File: src/pdm_mic_pkg.sv
/*
 * Shared constants and types for the PDM microphone output block:
 * clock-band limits, settling times, sample width and the mode type.
 * Assumes a 50 MHz core clock; the band periods and the wake and switch cycle counts below are derived from it.
 */
`default_nettype none

package pdm_mic_pkg;

    ////////////////////////////////////////////////////////////////////////////////
    // core clock
    localparam int CORE_CLK_MHZ = 50;
    localparam int CORE_CLK_KHZ = CORE_CLK_MHZ * 1000;

    ////////////////////////////////////////////////////////////////////////////////
    // clock band limits, in kHz, and the matching period counts in core cycles
    localparam int SLEEP_FREQ_KHZ    = 200;
    localparam int LP_HQ_SPLIT_KHZ   = 1200;
    localparam int HQ_US_SPLIT_KHZ   = 4000;
    localparam int SLEEP_PERIOD_CYC  = CORE_CLK_KHZ / SLEEP_FREQ_KHZ;
    localparam int LP_MIN_PERIOD_CYC = CORE_CLK_KHZ / LP_HQ_SPLIT_KHZ;
    localparam int HQ_MIN_PERIOD_CYC = CORE_CLK_KHZ / HQ_US_SPLIT_KHZ;
    localparam int PERIOD_W          = 9;

    // consecutive periods in one band before the mode follows it
    localparam int HYST_PERIODS = 4;
    localparam int MATCH_W      = 3;

    ////////////////////////////////////////////////////////////////////////////////
    // settling times
    localparam int WAKE_TIME_US   = 6000;
    localparam int SWITCH_TIME_US = 3500;
    localparam int WAKE_CYC       = WAKE_TIME_US * CORE_CLK_MHZ;
    localparam int SWITCH_CYC     = SWITCH_TIME_US * CORE_CLK_MHZ;
    localparam int TIMER_W        = 19;

    // strap sampling waits until the two-stage synchroniser is filled
    localparam int STRAP_SETTLE_CYC = 2;

    ////////////////////////////////////////////////////////////////////////////////
    // modulator
    localparam int SAMPLE_W      = 16;
    localparam int DC_OFFSET_PCT = 3;

    typedef enum logic [1:0] {
        MODE_SLEEP,
        MODE_LOW_POWER_LISTEN,
        MODE_HIGH_QUALITY,
        MODE_ULTRASONIC
    } mode_t;

endpackage

`default_nettype wire

File: src/pdm_mic_output.sv
/*
 * Digital output side of one PDM microphone: strap-selected half-period
 * slot on the shared data line, mode selection from the incoming clock
 * rate, and wake-up / mode-switch settling.
 * Assumes the PDM clock and strap arrive from pins (synchronised here),
 * the audio sample comes from logic on the core clock, and the pad
 * combines DATA_O and DATA_OE_O into the three-state data pin.
 */
// Summary of operation
// - left unit's bit captured on falling edge
// - right unit's bit captured on rising edge
// - release line after own half period
// - drive only own slot, even alone
// - strap low is right, high is left
// - strap latched once, later changes ignored
// - clock below 200 kHz enters sleep
// - sleep keeps data line released
// - valid data 6 ms after clock returns
// - 768 kHz clock selects low-power listening
// - settled output 6 ms after start-up
// - pulse density encodes amplitude
// - small constant offset on stream
// - output limited at digital full scale
// - band change switches mode, settles 3.5 ms
// - right drives after fall, left after rise
`default_nettype none

module pdm_mic_output
    import pdm_mic_pkg::*;
#(
    parameter int WAKE_CYCLES   = WAKE_CYC,
    parameter int SWITCH_CYCLES = SWITCH_CYC,
    parameter int SMP_W         = SAMPLE_W
) (
    input  wire logic                    CORE_CLK_I,
    input  wire logic                    RSTN_I,
    input  wire logic                    PDM_CLK_I,
    input  wire logic                    SELECT_I,
    input  wire logic signed [SMP_W-1:0] AUDIO_I,
    output logic                         DATA_O,
    output logic                         DATA_OE_O,
    output mode_t                        MODE_O,
    output logic                         SETTLED_O,
    output logic                         CONTINUOUS_LISTEN_O,
    output logic                         LEFT_HALF_SLOT_O
);

    localparam logic [PERIOD_W-1:0] SLEEP_PER = PERIOD_W'(SLEEP_PERIOD_CYC);
    localparam logic [PERIOD_W-1:0] LP_PER    = PERIOD_W'(LP_MIN_PERIOD_CYC);
    localparam logic [PERIOD_W-1:0] HQ_PER    = PERIOD_W'(HQ_MIN_PERIOD_CYC);
    localparam logic [MATCH_W-1:0]  HYST_N    = MATCH_W'(HYST_PERIODS);
    localparam logic [TIMER_W-1:0]  WAKE_N    = TIMER_W'(WAKE_CYCLES);
    localparam logic [TIMER_W-1:0]  SWITCH_N  = TIMER_W'(SWITCH_CYCLES);
    localparam logic [1:0]          STRAP_N   = 2'(STRAP_SETTLE_CYC);

    ////////////////////////////////////////////////////////////////////////////////
    // pin synchronisers
    logic pclk_s1_q;
    logic pclk_s2_q;
    logic pclk_s3_q;
    logic sel_s1_q;
    logic sel_s2_q;
    logic pclk_rise;
    logic pclk_fall;

    always_ff @(posedge CORE_CLK_I) begin
        if (!RSTN_I) begin
            pclk_s1_q <= 1'b0;
            pclk_s2_q <= 1'b0;
            pclk_s3_q <= 1'b0;
            sel_s1_q  <= 1'b0;
            sel_s2_q  <= 1'b0;
        end else begin
            pclk_s1_q <= PDM_CLK_I;
            pclk_s2_q <= pclk_s1_q;
            pclk_s3_q <= pclk_s2_q;
            sel_s1_q  <= SELECT_I;
            sel_s2_q  <= sel_s1_q;
        end
    end

    assign pclk_rise = pclk_s2_q & ~pclk_s3_q;
    assign pclk_fall = ~pclk_s2_q & pclk_s3_q;

    ////////////////////////////////////////////////////////////////////////////////
    // channel strap: caught once after reset release, then frozen
    logic [1:0] strap_cnt_q;
    logic [1:0] strap_cnt_d;
    logic       strap_done_q;
    logic       strap_done_d;
    logic       left_half_slot_q;
    logic       left_half_slot_d;

    always_comb begin
        strap_cnt_d      = strap_cnt_q;
        strap_done_d     = strap_done_q;
        left_half_slot_d = left_half_slot_q;
        if (!strap_done_q) begin
            if (strap_cnt_q == STRAP_N) begin
                left_half_slot_d = sel_s2_q;
                strap_done_d     = 1'b1;
            end else begin
                strap_cnt_d = strap_cnt_q + 2'h1;
            end
        end
    end

    always_ff @(posedge CORE_CLK_I) begin
        if (!RSTN_I) begin
            strap_cnt_q      <= 2'h0;
            strap_done_q     <= 1'b0;
            left_half_slot_q <= 1'b0;
        end else begin
            strap_cnt_q      <= strap_cnt_d;
            strap_done_q     <= strap_done_d;
            left_half_slot_q <= left_half_slot_d;
        end
    end

    ////////////////////////////////////////////////////////////////////////////////
    // clock-rate monitor, mode and settling timers
    logic [PERIOD_W-1:0] per_q;
    logic [PERIOD_W-1:0] per_d;
    logic [PERIOD_W-1:0] measured;
    mode_t               band;
    mode_t               cand_q;
    mode_t               cand_d;
    logic [MATCH_W-1:0]  match_q;
    logic [MATCH_W-1:0]  match_d;
    mode_t               mode_q;
    mode_t               mode_d;
    logic [TIMER_W-1:0]  timer_q;
    logic [TIMER_W-1:0]  timer_d;
    logic                waking_q;
    logic                waking_d;
    logic                driving_q;
    logic                driving_d;
    logic                settled_q;
    logic                settled_d;
    logic                listen_q;
    logic                listen_d;

    always_comb begin
        measured = per_q + PERIOD_W'(1);
        // a longer period than the sleep limit means a clock below 200 kHz
        if (measured > SLEEP_PER) begin
            band = MODE_SLEEP;
        end else if (measured > LP_PER) begin
            band = MODE_LOW_POWER_LISTEN;
        end else if (measured > HQ_PER) begin
            band = MODE_HIGH_QUALITY;
        end else begin
            band = MODE_ULTRASONIC;
        end

        per_d     = (per_q == SLEEP_PER) ? per_q : measured;
        cand_d    = cand_q;
        match_d   = match_q;
        mode_d    = mode_q;
        timer_d   = timer_q;
        waking_d  = waking_q;
        driving_d = driving_q;
        settled_d = settled_q;

        if (timer_q != '0) begin
            timer_d = timer_q - TIMER_W'(1);
            if (timer_q == TIMER_W'(1)) begin
                settled_d = 1'b1;
                if (waking_q) begin
                    driving_d = 1'b1;
                    waking_d  = 1'b0;
                end
            end
        end

        if (pclk_rise) begin
            per_d = '0;
            // band must repeat for several periods before the mode follows
            if (band == cand_q) begin
                match_d = (match_q == HYST_N) ? match_q : match_q + MATCH_W'(1);
            end else begin
                cand_d  = band;
                match_d = MATCH_W'(1);
            end
            if (match_d == HYST_N && band != mode_q && band != MODE_SLEEP) begin
                mode_d    = band;
                settled_d = 1'b0;
                // mid-wake band change restarts the full wake-up wait
                if (mode_q == MODE_SLEEP || waking_q) begin
                    timer_d   = WAKE_N;
                    waking_d  = 1'b1;
                    driving_d = 1'b0;
                end else begin
                    timer_d = SWITCH_N;
                end
            end
        end else if (per_q == SLEEP_PER) begin
            // a stopped clock also counts as below the sleep limit
            mode_d    = MODE_SLEEP;
            cand_d    = MODE_SLEEP;
            match_d   = '0;
            timer_d   = '0;
            waking_d  = 1'b0;
            driving_d = 1'b0;
            settled_d = 1'b0;
        end
        listen_d = (mode_d == MODE_LOW_POWER_LISTEN);
    end

    always_ff @(posedge CORE_CLK_I) begin
        if (!RSTN_I) begin
            per_q     <= '0;
            cand_q    <= MODE_SLEEP;
            match_q   <= '0;
            mode_q    <= MODE_SLEEP;
            timer_q   <= '0;
            waking_q  <= 1'b0;
            driving_q <= 1'b0;
            settled_q <= 1'b0;
            listen_q  <= 1'b0;
        end else begin
            per_q     <= per_d;
            cand_q    <= cand_d;
            match_q   <= match_d;
            mode_q    <= mode_d;
            timer_q   <= timer_d;
            waking_q  <= waking_d;
            driving_q <= driving_d;
            settled_q <= settled_d;
            listen_q  <= listen_d;
        end
    end

    ////////////////////////////////////////////////////////////////////////////////
    // data slot: drive after the edge opening our half, release after the other.
    // the synchroniser adds two to three core cycles, so release lags the
    // edge by up to 60 ns; fine for a sampling host, not pad-exact timing.
    logic own_start;
    logic own_end;
    logic enable;
    logic step;
    logic mod_bit;
    logic oe_q;
    logic oe_d;
    logic data_q;
    logic data_d;

    assign own_start = left_half_slot_q ? pclk_rise : pclk_fall;
    assign own_end   = left_half_slot_q ? pclk_fall : pclk_rise;
    assign enable    = driving_q && strap_done_q && (mode_q != MODE_SLEEP);
    assign step      = enable && own_start;

    pdm_sigma_delta #(
        .W      (SMP_W),
        .OFS_PC (DC_OFFSET_PCT)
    ) u_mod (
        .clk_i    (CORE_CLK_I),
        .rstn_i   (RSTN_I),
        .step_i   (step),
        .sample_i (AUDIO_I),
        .bit_o    (mod_bit)
    );

    always_comb begin
        oe_d   = oe_q;
        data_d = step ? mod_bit : data_q;
        if (!enable) begin
            oe_d = 1'b0;
        end else if (own_start) begin
            oe_d = 1'b1;
        end else if (own_end) begin
            oe_d = 1'b0;
        end
    end

    always_ff @(posedge CORE_CLK_I) begin
        if (!RSTN_I) begin
            oe_q   <= 1'b0;
            data_q <= 1'b0;
        end else begin
            oe_q   <= oe_d;
            data_q <= data_d;
        end
    end

    assign DATA_O              = data_q;
    assign DATA_OE_O           = oe_q;
    assign MODE_O              = mode_q;
    assign SETTLED_O           = settled_q;
    assign CONTINUOUS_LISTEN_O = listen_q;
    assign LEFT_HALF_SLOT_O    = left_half_slot_q;
endmodule

`default_nettype wire

File: src/pdm_sigma_delta.sv
/*
 * First-order sigma-delta modulator producing the 1-bit PDM stream.
 * Assumes step_i is a one-cycle pulse per output bit and sample_i is
 * a signed sample on the same clock.
 */
`default_nettype none

module pdm_sigma_delta
    import pdm_mic_pkg::*;
#(
    parameter int W      = SAMPLE_W,
    parameter int OFS_PC = DC_OFFSET_PCT
) (
    input  wire logic                clk_i,
    input  wire logic                rstn_i,
    input  wire logic                step_i,
    input  wire logic signed [W-1:0] sample_i,
    output logic                     bit_o
);

    localparam logic signed [W+1:0] FULL_SCALE = (W+2)'((1 << (W-1)) - 1);
    localparam logic signed [W+1:0] DC_OFFSET  = (W+2)'((((1 << (W-1)) - 1) * OFS_PC) / 100);

    logic signed [W+1:0] acc_q;
    logic signed [W+1:0] acc_d;
    logic signed [W+1:0] sum;
    logic signed [W+1:0] x_sat;
    logic signed [W+1:0] feedback;

    // bit is one while the integrator is non-negative
    assign bit_o = ~acc_q[W+1];

    always_comb begin
        sum = (W+2)'(sample_i) + DC_OFFSET;
        // input is clamped so the pulse density never passes full scale
        if (sum > FULL_SCALE) begin
            x_sat = FULL_SCALE;
        end else if (sum < -FULL_SCALE) begin
            x_sat = -FULL_SCALE;
        end else begin
            x_sat = sum;
        end
        // a zero input gives a near-alternating one/zero pattern, slightly ones-heavy from DC_OFFSET
        feedback = bit_o ? FULL_SCALE : -FULL_SCALE;
        acc_d    = step_i ? (acc_q + x_sat - feedback) : acc_q;
    end

    always_ff @(posedge clk_i) begin
        if (!rstn_i) begin
            acc_q <= '0;
        end else begin
            acc_q <= acc_d;
        end
    end
endmodule

`default_nettype wire

File: config.mk
export PLATFORM = sky130hd
export DESIGN_NAME = pdm_mic_output
export DESIGN_NICKNAME = d
export VERILOG_FILES = /design/src/pdm_mic_pkg.sv /design/src/pdm_mic_output.sv /design/src/pdm_sigma_delta.sv
export SDC_FILE = /design/constraint.sdc
export NUM_CORES = 1
export LEC_CHECK = 0
export CORE_MARGIN = 3
export CORE_UTILIZATION = 60
export CTS_BUF_LIST = sky130_fd_sc_hd__clkbuf_8
export DETAILED_ROUTE_END_ITERATION = 6
export DONT_BUFFER_PORTS = 1
export PLACE_DENSITY = 0.73
export SLEW_MARGIN = 20
export SYNTH_ARGS = -nofsm -noshare
export SYNTH_HDL_FRONTEND = slang
export SYNTH_SLANG_ARGS = --single-unit
File: constraint.sdc
create_clock -name CORE_CLK_I -period 8.3 [get_ports CORE_CLK_I]
set_input_delay 0.83 -clock CORE_CLK_I [delete_from_list [all_inputs] [get_ports CORE_CLK_I]]
set_output_delay 0.83 -clock CORE_CLK_I [all_outputs]
set_load 0.02 [all_outputs]
; ---- Word level (Yosys, flattened, before mapping)
; Index checks and enable logic that the tools add are counted.
[word_totals]
regBits = 68
latchBits = 0
ram_bits = 0
mem_bits_ro = 0
input_bits = 20
out_inout_bits = 7
wordCells = 112
mem_count = 0
[classes]
add_sub_neg = 7
multipliers = 0
n_div = 0
magnitude_cmp = 5
eq_ne = 9
shifts = 0
n_mux = 46
bitwise_logic = 8
n_reduce_logical = 17
[op_table]
columns = operator, n
row1 = $mux W19, 5
row2 = $mux W18, 3
row3 = $mux W1, 25
row4 = $eq A19 B1 Y1 const B, 1
row5 = $reduce_bool A19 Y1, 1
row6 = $sub A19 B1 Y19 const B, 1
row7 = $add A18 B18 Y18, 1
row8 = $gt A18 B16 Y1 const B, 1
row9 = $lt A18 B16 Y1 const B, 1
row10 = $sub A18 B18 Y18, 1
row11 = $add A16 B11 Y17 const B, 1
row12 = $mux W2, 8
row13 = $mux W3, 5
row14 = $add A9 B1 Y9 const B, 1
row15 = $eq A9 B8 Y1 const B, 1
row16 = $gt A9 B4 Y1 const B, 1
row17 = $gt A9 B6 Y1 const B, 1
row18 = $gt A9 B8 Y1 const B, 1
row19 = $reduce_and A2 Y1, 4
row20 = $reduce_bool A2 Y1, 4
row21 = $eq A3 B3 Y1 const B, 2
row22 = $not A1 Y1, 6
row23 = $logic_and A1 B1 Y1, 5
row24 = $add A3 B1 Y3 const B, 1
row25 = other kinds (10), 11

; ---- Logic depth before layout (Yosys ltp)
[logic_depth]
depth_word = 14
ltp_mapped = 23
ltp_nobuf = 23

; ---- Hierarchy
; A second synthesis with hierarchy kept.
[hier_totals]
hier_cells = 608
hier_area_um2 = 5236.3
[by_module_without_submodules]
columns = module, instances, cells_each, area_per_inst_um2, seq_area_each_um2
row1 = pdm_mic_output, 1, 325, 2811.4, 1001.0
row2 = pdm_sigma_delta, 1, 283, 2424.8, 360.3

; ---- Worst setup path before layout
; Ideal clock, no wire load.
[synth_path]
path_kind = input-to-reg
startpoint = input port AUDIO_I[2]
endpoint = register u_mod.acc_q[16]
setup_ps = 62
arrival_ps = 5165
required_time_ps = 8238
path_slack_ps = 3073
stages = 20
n_path_buf = 1
path_cell_list = o31a_1 o21ai_0 nand2_1 and4_1 nand2_1 nor2_1 o21a_1 clkbuf_1 a21oi_1 fa_1 fa_1 nand2b_1 a21oi_1 o211ai_1 nand2b_1 a21oi_1 a311oi_1 a31oi_1 or4b_2 nand3_1
[synth_via]
elab_chain_cells = 6
word_cells_on_any_way = 7
classes_between = add/sub: 3 / order compare: 2 / mux: 2
[synth_rtl]
columns = element, line
row1 = from (decl), pdm_mic_output.sv:39  ; input wire logic signed [SMP_W-1:0] AUDIO_I,
row2 = $add A16 B11 Y17 (*), pdm_sigma_delta.sv:34  ; sum = (W+2)'(sample_i) + DC_OFFSET;
row3 = $lt A18 B16 Y1, pdm_sigma_delta.sv:38  ; end else if (sum < -FULL_SCALE) begin
row4 = $mux W18, pdm_sigma_delta.sv:38
row5 = $mux W18 (*), pdm_sigma_delta.sv:36  ; if (sum > FULL_SCALE) begin
row6 = $add A18 B18 Y18 (*), pdm_sigma_delta.sv:45  ; acc_d = step_i ? (acc_q + x_sat - feedback) : acc_q;
row7 = $sub A18 B18 Y18 (*), pdm_sigma_delta.sv:45
row8 = to (signal assigned), pdm_sigma_delta.sv:50  ; acc_q <= '0;
row9 = to (signal assigned), pdm_sigma_delta.sv:52  ; acc_q <= acc_d;
row10 = to (decl), pdm_sigma_delta.sv:24  ; logic signed [W+1:0] acc_q;
; Every way passes the cells marked *; elsewhere a longest branch is shown, timed or not.
; A chain may end at the register's enable or synchronous reset.

; ---- Final worst setup path
; Ends and elaborated chain as after synthesis.

==> qor.csv <==
stage;metric;value;unit
place;finalWeightedCongestion;0.8879;
timing;fin_crit_sh;0.6612;
synthesis;synth_warnings;0;
clock_network;root_buffer;clkbuf_8;
timing;slew-limit-headroom;0.2969;
timing;fin_worst_skew;15.15;ps
synthesis;synth-simple-area-share;0.2465;
synthesis;synth_adder_area_share;0.1464;
synthesis;synth_area_leaders;dfxtp_1 27%, ha_1 7.8%, fa_1 6.8%;
die;core_area;7888;um2
synthesis;synth_compound_area_frac;0.1640;
global_routing;first_global_vias;3804;
layout;multi_input_area;3262;um2
setup_path;end_kind;flip-flop;
layout;diodes;0;
clock_network;cts_buffer_depth;2;
timing;fmax;0.1822;GHz
setup_path;crit_type;in2reg;
setup_path;cp.depth;19;
flow_run;cap_violations;0;
timing;finalWorstSetupSlack;2812;ps
synthesis;yosysMostFrequentCell;dfxtp_1;
synthesis;seq_area_frac_synth;0.2737;
clock_network;tritoncts;done;
synthesis;yosys.cell_types.count;70;
timing;rsz0062_at_grt;false;
global_routing;grt_max_degree;44;
layout;final.fill_count;688;
clock_network;cts_resized;0;
layout;drive_gt1_frac;0.05747;
timing;fin_crit;5488;ps
synthesis;synth.top_cells.by_count;68 x dfxtp_1, 67 x inv_1, 58 x nor2_1;
worst_hold_path;worstHoldPathCells;1;
clock_network;clk_pin_slew_worst_paths;80;ps
synthesis;synthCells;611;
clock_network;clk_latency;340;ps
routing;dr.first_iter.drc_count;143;
synthesis;synthMuxAreaShare;0.01434;
routing;drc_errors;0;
setup_path;r2r_cells;12;
routing;dr.pass1.iters;4;
synthesis;synthArstFlopShare;0;
place;hpwl;7172;um
routing;via_count;3991;
setup_path;crit_path_start_kind;input pin;
setup_path;path_common_cell;a21oi_1;
setup_path;max_stage_delay;660;ps
synthesis;yosys.area.top_type;dfxtp_1;
place;placement.io_buffers;0;
routing;ant_nets;0;
clock_network;ctsHtreeMaxLevel;3;
layout;num-nets-final;672;
synthesis;synth-seq-cells;68;
routing;viasPerCell;5.613;
routing;finalWirelength;9596;um
timing;setup_tns;0;ps
synthesis;synth_flop_cell;dfxtp_1;
clock_network;hold_buffers;0;
global_routing;grt_pass1_wl;17280;um
setup_path;critPathArrivalTime;5770;ps
routing;wl_per_cell;13.50;um
global_routing;antenna_found_initial;0;
power_and_ir_drop;vdd_drop_max;0.1184;mV
clock_network;cts_setup_buffers;0;
setup_path;worst-path-buf-inv;0;
die;die_h;97.05;um
timing;drv_slew;0;
layout;final_util;0.6647;
worst_hold_path;hold_path.class;reg2reg;
die;dieArea;9418;um2
power_and_ir_drop;p_per_area;205.2;nW/um2
synthesis;synth_edf_count;0;
timing;worstMarginPinSlew;1051;ps
run_status;status;finished clean;
setup_path;cp_slowest_cell;or4b_2;
die;rows;32;
synthesis;avgSynthCellArea;8.140;um2
synthesis;syn_area;4974;um2
global_routing;overflow;0;
synthesis;synth_top_family_by_area;simple AND/OR/NAND/NOR gates;
setup_path;crit_required;8590;ps
die;start_util;0.6306;
synthesis;synthesis.nets;679;
die;ios;27;
place;pre_cts_ws;2566;ps
die;die_w;97.05;um
setup_path;path_max_fanout;15;
setup_path;path_cells;o31a_1 > o21ai_0 > nand2_1 > and4_1 > nand2_1 > nor2_1 > o21a_1 > a21oi_1 > fa_1 > fa_1 > nand2b_1 > a21oi_1 > o211ai_1 > nand2b_1 > a21oi_1 > a311oi_1 > a31oi_1 > or4b_2 > nand3_1;
synthesis;synthXorXnorAreaFrac;0.08453;
layout;seqCellArea;1361;um2
synthesis;yosysTopAreaCellShare;0.2737;
global_routing;grt_usage;0.2182;
power_and_ir_drop;p_leak;2.257;nW
timing;hold_viol_final;0;
layout;area_growth;5.409;%
setup_path;critical-path-top-delay-family;compound AO/OA/AOI/OAI gates;
clock_network;cts_made_buffers;9;
timing;finalSetupViolations;0;
clock_network;cts.sinks;68;
-- where the power goes --
group / leakage (nW) / internal (W) / switching, W / total, W
registers: 0.553 / 0.000373 / 0.0000438 / 0.000417
logic: 1.59 / 0.000162 / 0.000180 / 0.000341
clock network: 0.117 / 0.000180 / 0.000137 / 0.000317
total: 2.26 / 0.000715 / 0.000361 / 0.00108
-- cells in the final DEF (no fill, tap or decap), types with 14 or more instances in the layout --
master	count
ha_1	31
xor2_1	21
o21ai_0	28
nor2_1	58
nand2_1	54
inv_1	67
xnor2_1	27
nand3_1	14
fa_1	17
and2_1	21
a21oi_1	29
dfxtp_1	68
-- path summary, 6_finish.rpt --
| kind | end | from | slack, ps |
|---|---|---|---|
| setup / recovery | u_mod.acc_q[16]$_SDFFE_PN0P_ | AUDIO_I[2] | 2810 |
| hold / removal | pclk_s2_q$_SDFF_PN0_ | pclk_s1_q$_SDFF_PN0_ | 450 |
| setup reg to reg | u_mod.acc_q[16]$_SDFFE_PN0P_ | u_mod.acc_q[17]$_SDFFE_PN0P_ | 3860 |
| hold reg to reg | pclk_s2_q$_SDFF_PN0_ | pclk_s1_q$_SDFF_PN0_ | 450 |
-- worst register-to-register path: stages (launching register included) --
cell	delay, ps
dfxtp_1	640
inv_1	500
fa_1	650
fa_1	430
nand2b_1	200
a21oi_1	230
o211ai_1	120
nand2b_1	110
a21oi_1	100
a311oi_1	480
a31oi_1	180
or4b_2	660
nand3_1	80
-- registers in the layout, indices dropped and copies added (netlist names), 2 cells and up --
| name | count |
|---|---|
| MODE_O | 2 |
| cand_q | 2 |
| match_q | 3 |
| per_q | 9 |
| strap_cnt_q | 2 |
| timer_q | 19 |
| u_mod.acc_q | 18 |
-- per-stage QoR --
step / cell area, um2 / cells / total power [W] / hold slack, ps
6_report: 5243 / 711 / 0.001076 / 454.3
5_1_grt: 5243 / 711 / 0.001158 / 479.1
4_1_cts: 5243 / 711 / 0.001087 / 467.8
3_5_place_dp: 5010 / 695 / 0.0007658 / 445.6
3_3_place_gp: 5010 / 695 / 0.0007523 / 447.7
2_1_floorplan: 4974 / 611 / 0.0007174 / 411.9
-- layer usage --
metal / share of wire / vias to the layer above / GRT usage
li1: - / 2065 / -
met1: 0.49 / 1861 / 0.2936
met2: 0.46 / 58 / 0.3524
met3: 0.036 / 7 / 0.04398
met4: 0.011 / 0 / 0.06803
met5: 0 / - / 0
-- cell families after synthesis --
| group | count (synthesis) |
|---|---|
| adders and majority gates | 48 |
| and+or+nand+nor | 231 |
| buffers and inverters | 86 |
| AOI/OAI and AO/OA | 123 |
| xor gates and xnor gates | 48 |
| muxes | 7 |
| DFF | 68 |
-- final cells by class --
| type | count | share of cell area |
|---|---|---|
| Multi-Input combinational cell | 457 | 0.6222 |
| Sequential cell | 68 | 0.2597 |
| Inverter | 67 | 0.04797 |
| Clock buffer | 10 | 0.02625 |
| Tap cell | 102 | 0.02434 |
| Clock inverter | 6 | 0.01814 |
| Timing Repair Buffer | 1 | 0.001432 |
(Power assumes the default switching activity.)
